<file path="config.mk">
export PLATFORM = sky130hd
export DESIGN_NAME = dsf_frame
export DESIGN_NICKNAME = d
export VERILOG_FILES = /design/src/design/dsf_pkg.sv /design/src/design/dsf_tx_if.sv /design/src/design/dsf_frame_rom.sv /design/src/design/dsf_frame.sv
export SDC_FILE = /design/constraint.sdc
export NUM_CORES = 1
export LEC_CHECK = 0
export BUFFER_PORTS_ARGS = -buffer_cell sky130_fd_sc_hd__clkbuf_2
export CAP_MARGIN = 25
export CORE_MARGIN = 2
export CORE_UTILIZATION = 25
export CTS_BUF_LIST = sky130_fd_sc_hd__clkbuf_4
export DETAILED_ROUTE_END_ITERATION = 6
export PLACE_DENSITY = 0.52
export SYNTH_ARGS = -nofsm -noshare
export SYNTH_HDL_FRONTEND = slang
export SYNTH_SLANG_ARGS = --single-unit
</file>
<file path="constraint.sdc">
create_clock -name clk_sys -period 5.1 [get_ports clk_sys]
set_input_delay 1.02 -clock clk_sys [delete_from_list [all_inputs] [get_ports clk_sys]]
set_output_delay 1.02 -clock clk_sys [all_outputs]
set_load 0.005 [all_outputs]
</file>
<file path="src/design/dsf_pkg.sv">
/*
 * Package for the slave diagnostic frame builder: frame offsets, bit positions,
 * interrupt codes, lengths, register map and reset values.
 * Assumes nothing of its surroundings.
 */
package dsf_pkg;

	// =====================================================
	// Station status bit positions
	localparam int unsigned ST1_UNREACH = 0;
	localparam int unsigned ST1_NOT_READY = 1;
	localparam int unsigned ST1_CFG_FAULT = 2;
	localparam int unsigned ST1_RUN_STOP = 3;
	localparam int unsigned ST1_UNSUPP = 4;
	localparam int unsigned ST1_TYPE_FAULT = 6;
	localparam int unsigned ST1_OTHER_MST = 7;
	localparam int unsigned ST2_NEED_PRM = 0;
	localparam int unsigned ST2_STATIC = 1;
	localparam int unsigned ST2_PRESENT = 2;
	localparam int unsigned ST2_WDOG = 3;
	localparam int unsigned ST2_FREEZE = 4;
	localparam int unsigned ST2_SYNC = 5;
	localparam int unsigned ST2_DISABLED = 7;
	localparam int unsigned ST3_OVERFLOW = 7;

	// =====================================================
	// Frame layout
	localparam logic [7:0] MST_NONE = 8'hff;
	localparam int unsigned HDR_LEN = 6;
	localparam int unsigned MOD_MAX = 13;
	localparam int unsigned IRQ_MAX = 20;
	localparam int unsigned IRQ_INFO_LEN = 4;
	localparam int unsigned DIAG_DATA_LEN = 16;
	localparam logic [7:0] CODE_DIAG = 8'h01;
	localparam logic [7:0] CODE_PROC = 8'h02;
	localparam logic [7:0] IRQ_HDR_LEN = 8'h04;
	localparam int unsigned FRAME_MAX = HDR_LEN + MOD_MAX + IRQ_MAX;

	// Arbitrary neutral type code, not a real maker's value
	localparam logic [15:0] TYPE_CODE_DEF = 16'h1234;

	// =====================================================
	// Register map (byte addresses, word aligned)
	localparam logic [5:0] A_CTRL = 6'h00;
	localparam logic [5:0] A_MST = 6'h04;
	localparam logic [5:0] A_MOD = 6'h08;
	localparam logic [5:0] A_IRQ = 6'h0c;
	localparam logic [5:0] A_INFO = 6'h10;
	localparam logic [5:0] A_STAT = 6'h14;
	localparam logic [5:0] A_FRAME = 6'h18;

	// CTRL bit positions
	localparam int unsigned C_STATIC = 8;
	localparam int unsigned C_WDOG = 9;
	localparam int unsigned C_DISABLE = 10;
	localparam int unsigned C_OVF_CLR = 11;
	localparam int unsigned C_RDY = 12;

	localparam logic [31:0] CTRL_RST = 32'h0000_0000;
	localparam logic [7:0] MOD_LEN_RST = 8'h03;

	typedef enum logic [1:0] {IRQ_NONE = 2'b00, IRQ_PROC = 2'b01, IRQ_DIAG = 2'b11} dsf_irq_t;
	typedef enum logic [1:0] {S_IDLE = 2'b00, S_SEND = 2'b01, S_LAST = 2'b11} dsf_state_t;

endpackage

</file>
<file path="src/design/dsf_tx_if.sv">
/*
 * Byte stream between the frame builder and its serialiser.
 * Assumes one clock shared by both ends.
 */
`timescale 1ns/1ps
interface dsf_tx_if;
	logic valid;
	logic ready;
	logic [7:0] data;
	logic last;
	modport src (output valid, output data, output last, input ready);
	modport snk (input valid, input data, input last, output ready);
endinterface

</file>
<file path="src/design/dsf_frame_rom.sv">
/*
 * Byte selector: returns frame byte at index from the assembled fields.
 * Assumes fields are stable while the frame is sent.
 */
`timescale 1ns/1ps
module dsf_frame_rom (
	input wire logic [7:0] st1,
	input wire logic [7:0] st2,
	input wire logic [7:0] st3,
	input wire logic [7:0] mst,
	input wire logic [15:0] type_code,
	input wire logic [8*dsf_pkg::MOD_MAX-1:0] mod_bytes,
	input wire logic [7:0] mod_len,
	input wire dsf_pkg::dsf_irq_t irq_kind,
	input wire logic [31:0] irq_info,
	input wire logic [5:0] idx,
	output logic [7:0] byte_o
);
	logic [5:0] irq_base;
	logic [5:0] rel;

	always_comb begin
		irq_base = 6'(dsf_pkg::HDR_LEN) + mod_len[5:0];
		rel = idx - irq_base;
		byte_o = 8'h00;
		// Ascending frame order
		if (idx == 6'h00) begin
			byte_o = st1;
		end else if (idx == 6'h01) begin
			byte_o = st2;
		end else if (idx == 6'h02) begin
			byte_o = st3;
		end else if (idx == 6'h03) begin
			byte_o = mst;
		end else if (idx == 6'h04) begin
			byte_o = type_code[7:0];
		end else if (idx == 6'h05) begin
			byte_o = type_code[15:8];
		end else if (idx < irq_base) begin
			byte_o = mod_bytes[8*(idx - 6'(dsf_pkg::HDR_LEN)) +: 8];
		end else if (rel == 6'h00) begin
			byte_o = dsf_pkg::IRQ_HDR_LEN;
		end else if (rel == 6'h01) begin
			byte_o = (irq_kind == dsf_pkg::IRQ_PROC) ? dsf_pkg::CODE_PROC : dsf_pkg::CODE_DIAG;
		end else if (rel >= 6'h04 && rel < 6'h08) begin
			// Four info bytes; diag tail stays zero
			byte_o = irq_info[8*(rel - 6'h04) +: 8];
		end
	end
endmodule

</file>
<file path="src/design/dsf_frame.sv">
/*
 * Slave diagnostic frame builder with Avalon-MM register slave.
 * Assumes synchronous status inputs and a downstream byte serialiser.
 */
// The implementer's own choices: the Avalon-MM slave port and the placing of the registers.
`timescale 1ns/1ps
// Notes on behaviour
// - Unreachable slave sets status1 bit0
// - Not ready for exchange sets bit1
// - Configuration mismatch sets bit2
// - Bit3 one on run-stop, zero stop-run
// - Unsupported function request sets bit4
// - Slave type mismatch sets bit6
// - Non-configuring accessor sets bit7
// - Fixed-zero bits stay zero
// - Parameter reload needed sets status2 bit0
// - Static diagnostic holds operation until cleared
// - Present bit always one
// - Watchdog enabled sets bit3
// - Freeze sets bit4, sync sets bit5
// - Deactivated slave sets bit7
// - Message overflow sets status3 bit7
// - Master address byte, all ones if none
// - Fixed type code, low byte first
// - Module diagnostics flag written areas
// - Module status at most 13 bytes
// - Interrupt status at most 20 bytes
// - Process interrupt: code 02, four info bytes
// - Diag interrupt: code 01, sixteen bytes
module dsf_frame #(
	parameter logic [15:0] TYPE_CODE = dsf_pkg::TYPE_CODE_DEF,
	parameter int unsigned MSG_DEPTH = 4
) (
	input wire logic clk_sys,
	input wire logic rstn,
	input wire logic [5:0] avs_address,
	input wire logic avs_read,
	input wire logic avs_write,
	input wire logic [31:0] avs_writedata,
	input wire logic [3:0] avs_byteenable,
	output logic [31:0] avs_readdata,
	output logic avs_waitrequest,
	input wire logic link_unreach,
	input wire logic cfg_mismatch,
	input wire logic unsupp_req,
	input wire logic type_mismatch,
	input wire logic other_master,
	input wire logic need_prm,
	input wire logic freeze_cmd,
	input wire logic sync_cmd,
	input wire logic plc_run,
	input wire logic msg_push,
	input wire logic msg_pop,
	input wire logic frame_req,
	input wire logic tx_ready,
	output logic tx_valid,
	output logic [7:0] tx_data,
	output logic tx_last,
	output logic op_hold
);
	// =====================================================
	// State
	typedef struct packed {
		logic [31:0] ctrl;
		logic [7:0] mst;
		logic [8*dsf_pkg::MOD_MAX-1:0] mods;
		logic [7:0] mod_len;
		dsf_pkg::dsf_irq_t irq_kind;
		logic [31:0] info;
		logic run_stop;
		logic plc_run_d;
		logic freeze;
		logic sync;
		logic overflow;
		logic [3:0] msg_cnt;
		dsf_pkg::dsf_state_t st;
		logic [5:0] idx;
		logic [5:0] flen;
		logic [31:0] rdata;
		logic ack;
		logic tx_valid;
		logic [7:0] tx_data;
		logic tx_last;
		logic op_hold;
		logic wreq;
	} dsf_regs_t;

	dsf_regs_t q_r;
	dsf_regs_t q_nxt;

	dsf_tx_if tx_bus ();

	logic [7:0] st1;
	logic [7:0] st2;
	logic [7:0] st3;
	logic [7:0] rom_byte;
	logic [5:0] mod_len_c;
	logic [5:0] irq_len_c;
	logic [31:0] wmask;

	// =====================================================
	// Station status assembly
	always_comb begin
		st1 = 8'h00; // Unlisted bits stay zero
		st1[dsf_pkg::ST1_UNREACH] = link_unreach;
		st1[dsf_pkg::ST1_NOT_READY] = ~q_r.ctrl[dsf_pkg::C_RDY];
		st1[dsf_pkg::ST1_CFG_FAULT] = cfg_mismatch;
		st1[dsf_pkg::ST1_RUN_STOP] = q_r.run_stop;
		st1[dsf_pkg::ST1_UNSUPP] = unsupp_req;
		st1[dsf_pkg::ST1_TYPE_FAULT] = type_mismatch;
		st1[dsf_pkg::ST1_OTHER_MST] = other_master;
		st2 = 8'h00;
		st2[dsf_pkg::ST2_NEED_PRM] = need_prm;
		st2[dsf_pkg::ST2_STATIC] = q_r.ctrl[dsf_pkg::C_STATIC];
		st2[dsf_pkg::ST2_PRESENT] = 1'b1;
		st2[dsf_pkg::ST2_WDOG] = q_r.ctrl[dsf_pkg::C_WDOG];
		st2[dsf_pkg::ST2_FREEZE] = q_r.freeze;
		st2[dsf_pkg::ST2_SYNC] = q_r.sync;
		st2[dsf_pkg::ST2_DISABLED] = q_r.ctrl[dsf_pkg::C_DISABLE];
		st3 = 8'h00;
		st3[dsf_pkg::ST3_OVERFLOW] = q_r.overflow;
	end

	// Length of interrupt part: none, 4+4 for process, 4+16 for diagnostic
	always_comb begin
		mod_len_c = (q_r.mod_len > 8'(dsf_pkg::MOD_MAX)) ? 6'(dsf_pkg::MOD_MAX) :
			q_r.mod_len[5:0];
		unique case (q_r.irq_kind)
			dsf_pkg::IRQ_PROC: irq_len_c = 6'(4 + dsf_pkg::IRQ_INFO_LEN);
			dsf_pkg::IRQ_DIAG: irq_len_c = 6'(4 + dsf_pkg::DIAG_DATA_LEN);
			default: irq_len_c = 6'h00;
		endcase
	end

	dsf_frame_rom u_rom (
		.st1(st1),
		.st2(st2),
		.st3(st3),
		.mst(q_r.mst),
		.type_code(TYPE_CODE),
		.mod_bytes(q_r.mods),
		.mod_len({2'b00, mod_len_c}),
		.irq_kind(q_r.irq_kind),
		.irq_info(q_r.info),
		.idx(q_r.idx),
		.byte_o(rom_byte)
	);

	assign tx_bus.valid = q_r.tx_valid;
	assign tx_bus.data = q_r.tx_data;
	assign tx_bus.last = q_r.tx_last;
	assign tx_bus.ready = tx_ready;

	always_comb begin
		for (int i = 0; i < 4; i++) begin
			wmask[8*i +: 8] = {8{avs_byteenable[i]}};
		end
	end

	// =====================================================
	// Next state
	always_comb begin
		logic push_ok;
		logic [31:0] wv;
		push_ok = 1'b0;
		wv = 32'h0;
		q_nxt = q_r;
		q_nxt.plc_run_d = plc_run;
		q_nxt.ack = 1'b0;
		// Run to stop drives bit one, stop to run zero
		if (q_r.plc_run_d && !plc_run) begin
			q_nxt.run_stop = 1'b1;
			q_nxt.irq_kind = dsf_pkg::IRQ_DIAG;
		end else if (!q_r.plc_run_d && plc_run) begin
			q_nxt.run_stop = 1'b0;
			q_nxt.irq_kind = dsf_pkg::IRQ_DIAG;
		end
		// Commands seen; cleared by a new parameter download
		if (need_prm) begin
			q_nxt.freeze = 1'b0;
			q_nxt.sync = 1'b0;
		end
		if (freeze_cmd) begin
			q_nxt.freeze = 1'b1;
		end
		if (sync_cmd) begin
			q_nxt.sync = 1'b1;
		end
		// Pending message count; overflow sticks until cleared
		if (msg_push && !msg_pop) begin
			if (q_r.msg_cnt == 4'(MSG_DEPTH)) begin
				push_ok = 1'b0;
			end else begin
				push_ok = 1'b1;
				q_nxt.msg_cnt = q_r.msg_cnt + 4'h1;
			end
		end else if (msg_pop && !msg_push && q_r.msg_cnt != 4'h0) begin
			q_nxt.msg_cnt = q_r.msg_cnt - 4'h1;
		end
		// Register slave, one wait cycle per access
		if ((avs_read || avs_write) && !q_r.ack) begin
			q_nxt.ack = 1'b1;
			q_nxt.rdata = 32'h0;
			if (avs_write) begin
				unique case (avs_address)
					dsf_pkg::A_CTRL: begin
						wv = (q_r.ctrl & ~wmask) | (avs_writedata & wmask);
						q_nxt.ctrl = wv & ~(32'h1 << dsf_pkg::C_OVF_CLR);
						if (wv[dsf_pkg::C_OVF_CLR]) begin
							q_nxt.overflow = 1'b0;
						end
					end
					dsf_pkg::A_MST: q_nxt.mst = avs_writedata[7:0];
					dsf_pkg::A_MOD: begin
						q_nxt.mod_len = avs_writedata[15:8];
						// Flag area that received an entry
						if (avs_writedata[6:0] < 7'(8 * (dsf_pkg::MOD_MAX - 1))) begin
							q_nxt.mods[8 + avs_writedata[6:0]] = 1'b1;
						end
					end
					dsf_pkg::A_IRQ: begin
						if (avs_writedata[1:0] == 2'b01) begin
							q_nxt.irq_kind = dsf_pkg::IRQ_PROC;
						end else if (avs_writedata[1:0] == 2'b00) begin
							q_nxt.irq_kind = dsf_pkg::IRQ_NONE;
							q_nxt.mods = '0;
						end
					end
					dsf_pkg::A_INFO: q_nxt.info = avs_writedata;
					default: q_nxt.rdata = 32'h0;
				endcase
			end else begin
				unique case (avs_address)
					dsf_pkg::A_CTRL: q_nxt.rdata = q_r.ctrl;
					dsf_pkg::A_MST: q_nxt.rdata = {24'h0, q_r.mst};
					dsf_pkg::A_MOD: q_nxt.rdata = {16'h0, q_r.mod_len, 8'h00};
					dsf_pkg::A_IRQ: q_nxt.rdata = {30'h0, q_r.irq_kind};
					dsf_pkg::A_INFO: q_nxt.rdata = q_r.info;
					dsf_pkg::A_STAT: q_nxt.rdata = {8'h00, st3, st2, st1};
					dsf_pkg::A_FRAME: q_nxt.rdata = {TYPE_CODE, 4'h0, q_r.msg_cnt, q_r.mst};
					default: q_nxt.rdata = 32'h0;
				endcase
			end
		end
		// Overflow: set wins over clear
		if (msg_push && !msg_pop && !push_ok) begin
			q_nxt.overflow = 1'b1;
		end
		// Frame sender, strictly ascending index
		unique case (q_r.st)
			dsf_pkg::S_IDLE: begin
				if (frame_req) begin
					q_nxt.flen = 6'(dsf_pkg::HDR_LEN) + mod_len_c + irq_len_c;
					q_nxt.idx = 6'h00;
					q_nxt.st = dsf_pkg::S_SEND;
				end
			end
			dsf_pkg::S_SEND: begin
				if (!tx_bus.valid || tx_bus.ready) begin
					q_nxt.tx_valid = 1'b1;
					q_nxt.tx_data = rom_byte;
					q_nxt.tx_last = (q_r.idx == q_r.flen - 6'h01);
					q_nxt.idx = q_r.idx + 6'h01;
					if (q_r.idx == q_r.flen - 6'h01) begin
						q_nxt.st = dsf_pkg::S_LAST;
					end
				end
			end
			dsf_pkg::S_LAST: begin
				if (tx_bus.ready) begin
					q_nxt.tx_valid = 1'b0;
					q_nxt.tx_last = 1'b0;
					q_nxt.st = dsf_pkg::S_IDLE;
				end
			end
			default: q_nxt.st = dsf_pkg::S_IDLE;
		endcase
		// Hold while not ready or static diagnostic stands
		q_nxt.op_hold = q_nxt.ctrl[dsf_pkg::C_STATIC] | ~q_nxt.ctrl[dsf_pkg::C_RDY];
		// Waitrequest low only in the answer cycle
		q_nxt.wreq = ~q_nxt.ack;
	end

	// =====================================================
	// Registers
	always_ff @(posedge clk_sys) begin
		if (!rstn) begin
			q_r <= '0;
			q_r.ctrl <= dsf_pkg::CTRL_RST;
			q_r.mst <= dsf_pkg::MST_NONE;
			q_r.mod_len <= dsf_pkg::MOD_LEN_RST;
			q_r.st <= dsf_pkg::S_IDLE;
			q_r.irq_kind <= dsf_pkg::IRQ_NONE;
			q_r.op_hold <= 1'b1;
			q_r.wreq <= 1'b1;
		end else begin
			q_r <= q_nxt;
		end
	end

	assign avs_readdata = q_r.rdata;
	assign avs_waitrequest = q_r.wreq;
	assign tx_valid = q_r.tx_valid;
	assign tx_data = q_r.tx_data;
	assign tx_last = q_r.tx_last;
	assign op_hold = q_r.op_hold;

	// =====================================================
	// Checks
	property p_master_none;
		@(posedge clk_sys) disable iff (!rstn)
		$rose(rstn) |-> q_r.mst == dsf_pkg::MST_NONE;
	endproperty
	a_master_none: assert property (p_master_none) else $error("master byte not ff");

	property p_present;
		@(posedge clk_sys) disable iff (!rstn)
		st2[dsf_pkg::ST2_PRESENT] && !st2[6] && !st1[5] && st3[6:0] == 7'h0;
	endproperty
	a_present: assert property (p_present) else $error("fixed status bits wrong");

	property p_run_stop;
		@(posedge clk_sys) disable iff (!rstn)
		(q_r.plc_run_d && !plc_run) |=> st1[dsf_pkg::ST1_RUN_STOP];
	endproperty
	a_run_stop: assert property (p_run_stop) else $error("run-stop not shown");

	property p_stop_run;
		@(posedge clk_sys) disable iff (!rstn)
		(!q_r.plc_run_d && plc_run) |=> !st1[dsf_pkg::ST1_RUN_STOP];
	endproperty
	a_stop_run: assert property (p_stop_run) else $error("stop-run not shown");

	property p_freeze;
		@(posedge clk_sys) disable iff (!rstn)
		freeze_cmd |=> st2[dsf_pkg::ST2_FREEZE];
	endproperty
	a_freeze: assert property (p_freeze) else $error("freeze bit not set");

	property p_overflow;
		@(posedge clk_sys) disable iff (!rstn)
		(msg_push && !msg_pop && q_r.msg_cnt == 4'(MSG_DEPTH)) |=> st3[dsf_pkg::ST3_OVERFLOW];
	endproperty
	a_overflow: assert property (p_overflow) else $error("overflow not flagged");

	property p_hold;
		@(posedge clk_sys) disable iff (!rstn)
		q_r.ctrl[dsf_pkg::C_STATIC] |-> op_hold;
	endproperty
	a_hold: assert property (p_hold) else $error("operation not held");

	property p_first_byte;
		@(posedge clk_sys) disable iff (!rstn)
		(q_r.st == dsf_pkg::S_IDLE && frame_req) |-> ##[1:2] (tx_valid && tx_data == $past(st1));
	endproperty
	a_first_byte: assert property (p_first_byte) else $error("frame not begun with status1");

	property p_irq_len;
		@(posedge clk_sys) disable iff (!rstn)
		q_r.st != dsf_pkg::S_IDLE |-> q_r.flen <= 6'(dsf_pkg::FRAME_MAX);
	endproperty
	a_irq_len: assert property (p_irq_len) else $error("frame too long");

endmodule

</file>
==> results of run 1 <==
layout by cell type (no fill, tap or decap), drive strengths merged, types with 7 or more instances in the layout:
| master | n |
|---|---|
| nor3 | 28 |
| dfxtp | 253 |
| nand4 | 12 |
| nor2 | 177 |
| clkbuf | 208 |
| ha | 22 |
| a31oi | 10 |
| a21oi | 200 |
| nand2 | 194 |
| a22oi | 17 |
| o21ai | 64 |
| nor2b | 12 |
| xor2 | 10 |
| mux2i | 38 |
| and2 | 19 |
| nor3b | 9 |
| or3 | 7 |
| clkinv | 11 |
| o211ai | 11 |
| a221oi | 12 |
| xnor2 | 14 |
| a211oi | 7 |
| mux4 | 25 |
| buf | 24 |
| mux2 | 11 |
| nand2b | 15 |
| nand3 | 55 |
| inv | 20 |
worst paths after layout:
path                                         end  slack (ps)  depth (start not counted)
worst max register to register        tx_data[5]         470                         17
worst min register to register  avs_readdata[11]         450                          2
worst min-delay path            avs_readdata[11]         450                          2
worst max-delay path                  tx_data[5]         470                         17
per-layer routing:
metal | up-vias | GRT usage [%] | wire (um)
met5 | - | 0 | 22
met4 | 4 | 6.32 | 1140
met3 | 83 | 4.66 | 3390
met2 | 394 | 25.2 | 18600
met1 | 5253 | 20.7 | 17800
li1 | 5248 | - | -
worst max-delay path, stage by stage, from the launching register on:
cell	delay, ps
dfxtp_1	330
nor4_1	340
buf_4	190
and3_1	260
inv_1	60
ha_1	180
xor2_1	320
inv_1	100
ha_1	420
o21ai_0	170
a21o_1	210
nand2_1	90
ha_1	260
or4b_2	650
and3b_1	250
a31oi_4	290
a32oi_1	150
o31ai_1	210
power by group:
part           internal (mW)  leakage (nW)  switching (mW)
combinational          0.168          2.57           0.283
clock                   1.05         0.551           0.893
sequential              2.01          2.04          0.0510
cell type report:
class                           count  area [um2]
Tap cell                          615         769
Antenna cell                        2        5.00
Timing Repair Buffer              126         718
Clock inverter                     15         114
Inverter                           18        67.6
Clock buffer                      106         796
Sequential cell                   253        5070
Fill cell                        5176       33900
Multi-Input combinational cell   1044        6410
cell usage after synthesis (4+ instances only):
cell / instances
ha_1: 22
a21oi_1: 200
xnor2_1: 14
nand4_1: 12
mux2i_1: 38
mux4_2: 25
buf_2: 9
or3_1: 7
a31oi_1: 9
a22oi_1: 17
a211oi_1: 7
buf_4: 42
a21o_1: 4
a222oi_1: 5
inv_1: 18
buf_1: 7
mux2_2: 11
o22ai_1: 5
and2_1: 19
dfxtp_1: 253
and3b_1: 4
and3_1: 5
nor3_1: 20
nor2_1: 176
o21ai_0: 62
nor3_4: 6
o211ai_1: 11
nor2b_1: 12
nand2_1: 194
nor4_1: 5
clkbuf_1: 76
nand3_1: 55
nor3b_1: 7
a22o_1: 4
xor2_1: 10
nand2b_1: 15
a221oi_1: 12
cell families after synthesis:
family	count (synthesis)	synth area share, %
other	1	0.0309
flip-flops	253	41.7
XOR/XNOR	24	1.73
adder cells (fa/ha/maj)	25	2.76
AND/OR/NAND/NOR	556	21.3
AO/OA/AOI/OAI	364	17.6
buffers and inverters	152	6.09
multiplexers	74	8.78
==> metrics.yaml, run 1 <==
critPathMaxFanout: 8
power_per_cell_area_nw_per_um2: 319
total_leakage_power_nw: 5.16
gp_congestion: 0.922
final.hold.worst_slack_ps: 450
ctsRootBufferMaster: "clkbuf_4"
post_route_cells_drive_above_1_share_pct: 19.7
drt_wl_total_um: 41000
place.detailed.hpwl_um: 28300
hold_viol_final: 0
avgRoutedWirePerCell_um: 18.8
async_reset_ff_share_pct: 0
clock-sinks: 253
layout_worst_path_cycle_share_pct: 90.7
mean_cell_area_of_the_mapped_netlist_um2: 8.39
startpoint: "q_r[106]"
cts.repair_timing.setup_buffer_count: 0
synth_top_flop_cell: "dfxtp_1"
finalMaxSlewViolations: 0
final_net_count: 1597
ys_ff_latch: 253
detail_route_antenna_nets: 0
final-setup-viol-count: 0
htree_levels: 3
synth.largest_area_cell: "dfxtp_1"
final_util_pct: 29.2
finalInstanceArea_um2: 13900
postSynthCellCount: 1449
die_x_um: 224
finalNonFillerCells: 2179
setup_slack_of_the_critical_path_after_layout_ps: 472
ios: 103
setup-tns-final_ps: 0
floorplan.initialDensity_pct: 25.4
holdBufCountCts: 0
synth.net_count: 1533
placed_cells: 2054
fmax_ghz: 0.216
cp-start-kind: "register"
run_status: "finished clean"
routed_via_density: 5.04
antenna_found_initial: 4
worst_hold_startpoint: "avs_readdata[11]"
vias: 10982
pre_cts_slack_ps: 405
design.core.area_um2: 47800
worst_vdd_rail_ir_drop_mv: 0.136
grt_pass1_wl_um: 62300
clock_insertion_delay_worst_skew_ps: 770
cts_inserted_buffers: 70
seq_area_frac_synth_pct: 41.7
critPathRequiredTime_ps: 5750
area.growth.synth_to_final_pct: 14.8
route.detailed.drc: 0
post_cts_resize_count: 0
first_pass_iters: 5
setup.worst_path.class: "register to register"
synth_area_leaders: "dfxtp_1 (42%), a21oi_1 (8.2%), nand2_1 (6.0%)"
cap_violations: 0
finalPower_mw: 4.45
tritoncts_clock_tree: "built"
numPortBuffers: 102
post_dp_cell_area_um2: 13000
grt_setup_unrepaired: "no"
cts.clk_slew.worst_paths_ps: 70
grt_overflow: 0
cp-end-kind: "register"
drt-initial-drc-count: 829
ff_to_ff_start: "q_r[106]"
synth_enable_flop_cells: 0
pin_count_of_the_biggest_net_entering_global_routing: 98
worstHoldPathType: "register to register"
critical_path_arrival_ps: 5280
final_period_minus_worst_setup_slack_ps: 4630
worst_slew_pin_slew_ps: 1050
die_height_um: 224
gr-usage-all-layers_pct: 16.0
cts-root-to-sink-buffers: 3
ys_types: 70
yosysTopAreaCellShare_pct: 41.7
fin_clk_skew_ps: 57.5
grt_pass1_vias: 10506
floorplan.rows: 80
relSlewSlack_pct: 29.7
yosysWarnings: 0
syn_area_um2: 12200
total_die_area_um2: 50400
No activity file was read; power rests on OpenSTA's default activity.
==> run 2, diff against run 1 <==
- ABC_CLOCK_PERIOD_IN_PS: default -> 5100
- CORE_ASPECT_RATIO: default -> 1.5
==> metrics.yaml, run 2 (synthesized netlist as in run 1, its figures left out) <==
floorplan.initialDensity_pct: 25.2
ios: 103
post_cts_resize_count: 0
critical_path_arrival_ps: 5220
timing.critical_path.cells: "nor4_1, buf_4, and3_1, inv_1, ha_1, xor2_1, inv_1, ha_1, o21ai_0, a21o_1, nand2_1, ha_1, or4b_2, and3b_1, a31oi_2, a32oi_1, o31ai_1"
worst_vdd_rail_ir_drop_mv: 0.143
routed_via_density: 5.04
vias: 10994
grt_overflow: 0
pin_count_of_the_biggest_net_entering_global_routing: 80
placed_cells: 2050
holdBufCountCts: 0
cts_inserted_buffers: 72
fmax_ghz: 0.218
reg2reg_depth: 17
clock-sinks: 253
wl_met3_um: 2350
drt_wl_total_um: 41400
ctsRootBufferMaster: "clkbuf_4"
total_die_area_um2: 50400
setup-tns-final_ps: 0
design.core.area_um2: 48300
tritoncts_clock_tree: "built"
final-setup-viol-count: 0
timing.critical_path.mode_cell: "ha_1"
floorplan.rows: 99
numPortBuffers: 102
critPathMaxFanout: 8
area.growth.synth_to_final_pct: 15.2
first_pass_iters: 6
die_x_um: 184
power_per_cell_area_nw_per_um2: 323
drt-initial-drc-count: 787
cts.repair_timing.setup_buffer_count: 0
final_cell_mix: "dfxtp_1 (251), a21oi_1 (200), nand2_1 (194)"
worstHoldPathType: "register to register"
cts.clk_slew.worst_paths_ps: 60
cp-end-kind: "register"
die_height_um: 274
avgRoutedWirePerCell_um: 19.0
n_fill_cell: 5268
total_leakage_power_nw: 5.19
post_route_cells_drive_above_1_share_pct: 19.7
finalMaxSlewViolations: 0
slowest_stage: "or4b_2"
cts-root-to-sink-buffers: 3
worst_hold_startpoint: "avs_readdata[17]"
route.detailed.drc: 0
grt_pass1_wl_um: 62700
setup.worst_path.class: "register to register"
met2WireLength_um: 21700
cp_slowest_stage_delay_ps: 630
grt_setup_unrepaired: "no"
min_delay_worst_endpoint: "avs_readdata[17]"
run_status: "finished clean"
critPathRequiredTime_ps: 5730
place.detailed.hpwl_um: 29700
grt_pass1_vias: 10886
worst_r2r_endpoint: "tx_data[5]"
final_period_minus_worst_setup_slack_ps: 4590
fin_clk_skew_ps: 54.5
gr-usage-all-layers_pct: 16.2
gp_congestion: 0.879
regToRegSetupSlack_ps: 510
cp-start-kind: "register"
htree_levels: 3
final_net_count: 1603
hold_viol_final: 0
final_util_pct: 29.0
antenna_found_initial: 2
most_common_library_cell_in_the_layout_ignoring_fill_and_taps: "dfxtp_1"
detail_route_antenna_nets: 0
maxUsedRoutingLayer: "met4"
ff_to_ff_start: "q_r[109]"
finalNonFillerCells: 2181
layout_worst_path_cycle_share_pct: 90.0
cap_violations: 0
hold_path_depth: 2
drt-met1-wl_um: 15700
worst_slew_pin_slew_ps: 1040
relSlewSlack_pct: 30.4
worstPathBufferInverterCount: 3
clock_insertion_delay_worst_skew_ps: 740
critical_path.top_delay_family: "simple AND/OR/NAND/NOR gates"
run 2: routing by layer:
metal  track usage, %  vias up
met5                0        -
met4             7.14        0
met3             3.09       84
met2             30.2      384
met1             17.5     5260
li1                 -     5266
run 2: worst max path at each step:
stage	slack, ps	depth (start not counted)	from	to
floorplan	870	17	q_r[109]	tx_data[5]
global placement	580	17	q_r[109]	tx_data[5]
detailed placement	540	17	q_r[109]	tx_data[5]
CTS	510	17	q_r[109]	tx_data[5]
global route	140	18	q_r[106]	tx_data[2]
finish	510	17	q_r[109]	tx_data[5]
run 2: through the flow:
| stage | hold WS [ps] | total power, mW | setup slack, ps | area, um2 |
|---|---|---|---|---|
| after floorplan | 424 | 2.40 | 874 | 12200 |
| after global placement | 437 | 2.56 | 575 | 13000 |
| after detailed placement | 442 | 2.56 | 538 | 13000 |
| after CTS | 457 | 4.57 | 515 | 14000 |
| after global routing | 473 | 4.72 | 141 | 14000 |
| final | 452 | 4.51 | 509 | 14000 |
run 2: power by group:
part / leakage [nW] / switching (mW) / internal [mW]
Combinational: 2.58 / 0.283 / 0.169
Clock: 0.566 / 0.899 / 1.10
Sequential: 2.04 / 0.0554 / 2.01
Total: 5.19 / 1.24 / 3.28
run 2: layout make-up:
| type | count | area (um2) | area share, % |
|---|---|---|---|
| antenna | 3 | 7.51 | 0.0536 |
| clock inverter | 22 | 170 | 1.22 |
| clock buffer | 105 | 788 | 5.63 |
| sequential | 253 | 5070 | 36.2 |
| multi-input combinational | 1044 | 6400 | 45.7 |
| inverter | 18 | 67.6 | 0.483 |
| timing repair buffer | 130 | 737 | 5.27 |
| tap | 606 | 758 | 5.42 |
run 2: worst reg2reg max path, delay by kind of cell, from the launching register on:
kind            cells  cell delay [ps]
compound gates      5             1150
xor+xnor            1              350
fa+ha+maj           3              860
buf+inv             3              330
flops               1              320
simple gates        5             1500
==> run 3, diff against run 2 <==
- ABC_AREA: default -> 1
- ABC_CLOCK_PERIOD_IN_PS: 5100 -> default
- PLACE_DENSITY: 0.52 -> 0.37
==> metrics.yaml, run 3 <==
run_status: "finished clean"
cap_violations: 0
post_synthesis_compound_gate_area_fraction_pct: 22.2
seq_area_frac_synth_pct: 41.1
critPathRequiredTime_ps: 5760
floorplan.rows: 99
yosysTopAreaCellShare_pct: 41.1
route.detailed.drc: 0
synth_top_flop_cell: "dfxtp_1"
die_height_um: 276
synth.net_count: 1810
final-setup-viol-count: 0
total_leakage_power_nw: 5.47
critPathMaxFanout: 6
detail_route_antenna_nets: 0
ff_to_ff_start: "q_r[109]"
main_combinational_cell_family_by_area_after_synthesis: "compound AO/OA/AOI/OAI gates"
grt_pass1_vias: 11691
final_net_count: 1892
setup-tns-final_ps: 0
fmax_ghz: 0.229
gr-usage-all-layers_pct: 18.4
clock_insertion_delay_worst_skew_ps: 750
cts_inserted_buffers: 74
hold_viol_final: 0
grt_pass1_wl_um: 70600
numPortBuffers: 102
drt_wl_total_um: 46800
synth_enable_flop_cells: 0
mean_cell_area_of_the_mapped_netlist_um2: 7.14
tritoncts_clock_tree: "built"
pin_count_of_the_biggest_net_entering_global_routing: 106
synth_area_leaders: "dfxtp_1 (41%), a21oi_1 (9.7%), nand3_1 (8.0%)"
worst_hold_startpoint: "q_r[113]"
critical_path.top_delay_family: "simple AND/OR/NAND/NOR gates"
synth_simple_gate_area_share_pct: 19.6
ios: 103
cp-end-kind: "register"
final_cell_mix: "dfxtp_1 (252), inv_1 (247), a21oi_1 (238)"
grt_setup_unrepaired: "no"
final_period_minus_worst_setup_slack_ps: 4370
htree_levels: 3
post_dp_cell_area_um2: 13200
die_x_um: 185
finalMaxSlewViolations: 0
routed_via_density: 4.69
holdBufCountCts: 0
startpoint: "q_r[109]"
worstHoldPathType: "register to register"
most_common_library_cell_in_the_layout_ignoring_fill_and_taps: "dfxtp_1"
fin_clk_skew_ps: 52.6
yosysWarnings: 0
area.growth.synth_to_final_pct: 14.9
design.core.area_um2: 48700
floorplan.initialDensity_pct: 25.3
cp_slowest_stage_delay_ps: 600
avgRoutedWirePerCell_um: 18.6
finalPower_mw: 4.42
postSynthCellCount: 1726
slowest_stage: "nor4_1"
worst_slew_pin_slew_ps: 1070
final_util_pct: 29.1
layout_worst_path_cycle_share_pct: 85.8
cts.repair_timing.setup_buffer_count: 0
place.detailed.hpwl_um: 33400
worstPathBufferInverterCount: 3
first_pass_iters: 6
antenna_found_initial: 2
ys_ff_latch: 253
yosys.area_share.xor_xnor_pct: 0.995
synth.largest_area_cell: "dfxtp_1"
clock-sinks: 253
setup_slack_of_the_critical_path_after_layout_ps: 726
post_route_cells_drive_above_1_share_pct: 14.7
power_per_cell_area_nw_per_um2: 312
gp_congestion: 0.843
critical_path_arrival_ps: 5030
grt_overflow: 0
synthMostInstantiatedCell: "dfxtp_1"
syn_area_um2: 12300
finalInstanceArea_um2: 14200
ys_types: 45
cts-root-to-sink-buffers: 3
timing.critical_path.mode_cell: "nand2_1"
cp-start-kind: "register"
ctsRootBufferMaster: "clkbuf_4"
post_cts_resize_count: 0
post_synth_mux_area_share_pct: 0
relSlewSlack_pct: 28.6
drt-initial-drc-count: 663
setup.worst_path.class: "register to register"
vias: 11821
cts.clk_slew.worst_paths_ps: 70
total_die_area_um2: 51100
synth_commonest_cells: "dfxtp_1 (253), inv_1 (247), a21oi_1 (238), nand3_1 (196), o21ai_0 (178)"
async_reset_ff_share_pct: 0
synthAdderAreaFrac_pct: 2.72
worst_vdd_rail_ir_drop_mv: 0.130
pre_cts_slack_ps: 691
## run 3: cell types whose count changed in the layout (fill, tap and decap cells not counted), sizes merged, moves of 13 or more
cell / delta
mux2i: -38
and2: -19
nand3: +141
o21ai: +118
nand2: -44
inv: +243
o22ai: +14
mux4: -25
nor2: -13
nand2b: -15
a21oi: +38
## run 3: cell type report
| cell class | instances | area, um2 |
|---|---|---|
| Fill cell | 5519 | 34500 |
| Multi-Input combinational cell | 1089 | 5630 |
| Sequential cell | 253 | 5070 |
| Inverter | 264 | 991 |
| Clock buffer | 113 | 848 |
| Tap cell | 656 | 821 |
| Timing Repair Buffer | 126 | 722 |
| Clock inverter | 17 | 73.8 |
| Antenna cell | 3 | 7.51 |
## run 3: cells by family (layout without fill, tap and decap cells)
kind of cell | Yosys count | count (layout)
xor gates and xnor gates | 14 | 14
AOI/OAI and AO/OA | 503 | 503
other | 1 | 4
buffers and inverters | 384 | 520
and+or+nand+nor | 546 | 546
DFF | 253 | 253
adders and majority gates | 25 | 25
## run 3: worst paths after layout
| check | end | slack [ps] | cells after the start |
|---|---|---|---|
| worst max-delay path | tx_data[1] | 730 | 25 |
| worst min-delay path | q_r[113] | 430 | 2 |
| worst max register to register | tx_data[1] | 730 | 25 |
| worst min register to register | q_r[113] | 430 | 2 |
## run 3: worst min-delay path: stages (launching register included)
cell	delay, ps
dfxtp_1	300
inv_1	50
nor2_1	40
## run 3: where the power goes
group          switching (mW)  leakage [nW]  internal, mW  total (mW)
clock network           0.944         0.558          1.01        1.95
logic                   0.318          2.87         0.126       0.444
registers              0.0240          2.04          2.00        2.02
## run 3: through the flow
stage | hold slack (ps) | cells
final | 428 | 2521
after global routing | 434 | 2521
after CTS | 415 | 2517
after detailed placement | 422 | 2387
after global placement | 419 | 2386
after floorplan | 410 | 1726
## run 3: per-layer routing
metal	part of all wire [%]	GRT usage, %
met2	52	33.6
met1	40	20.1
met3	3.9	3.31
met4	4.8	9.80
met5	0	0
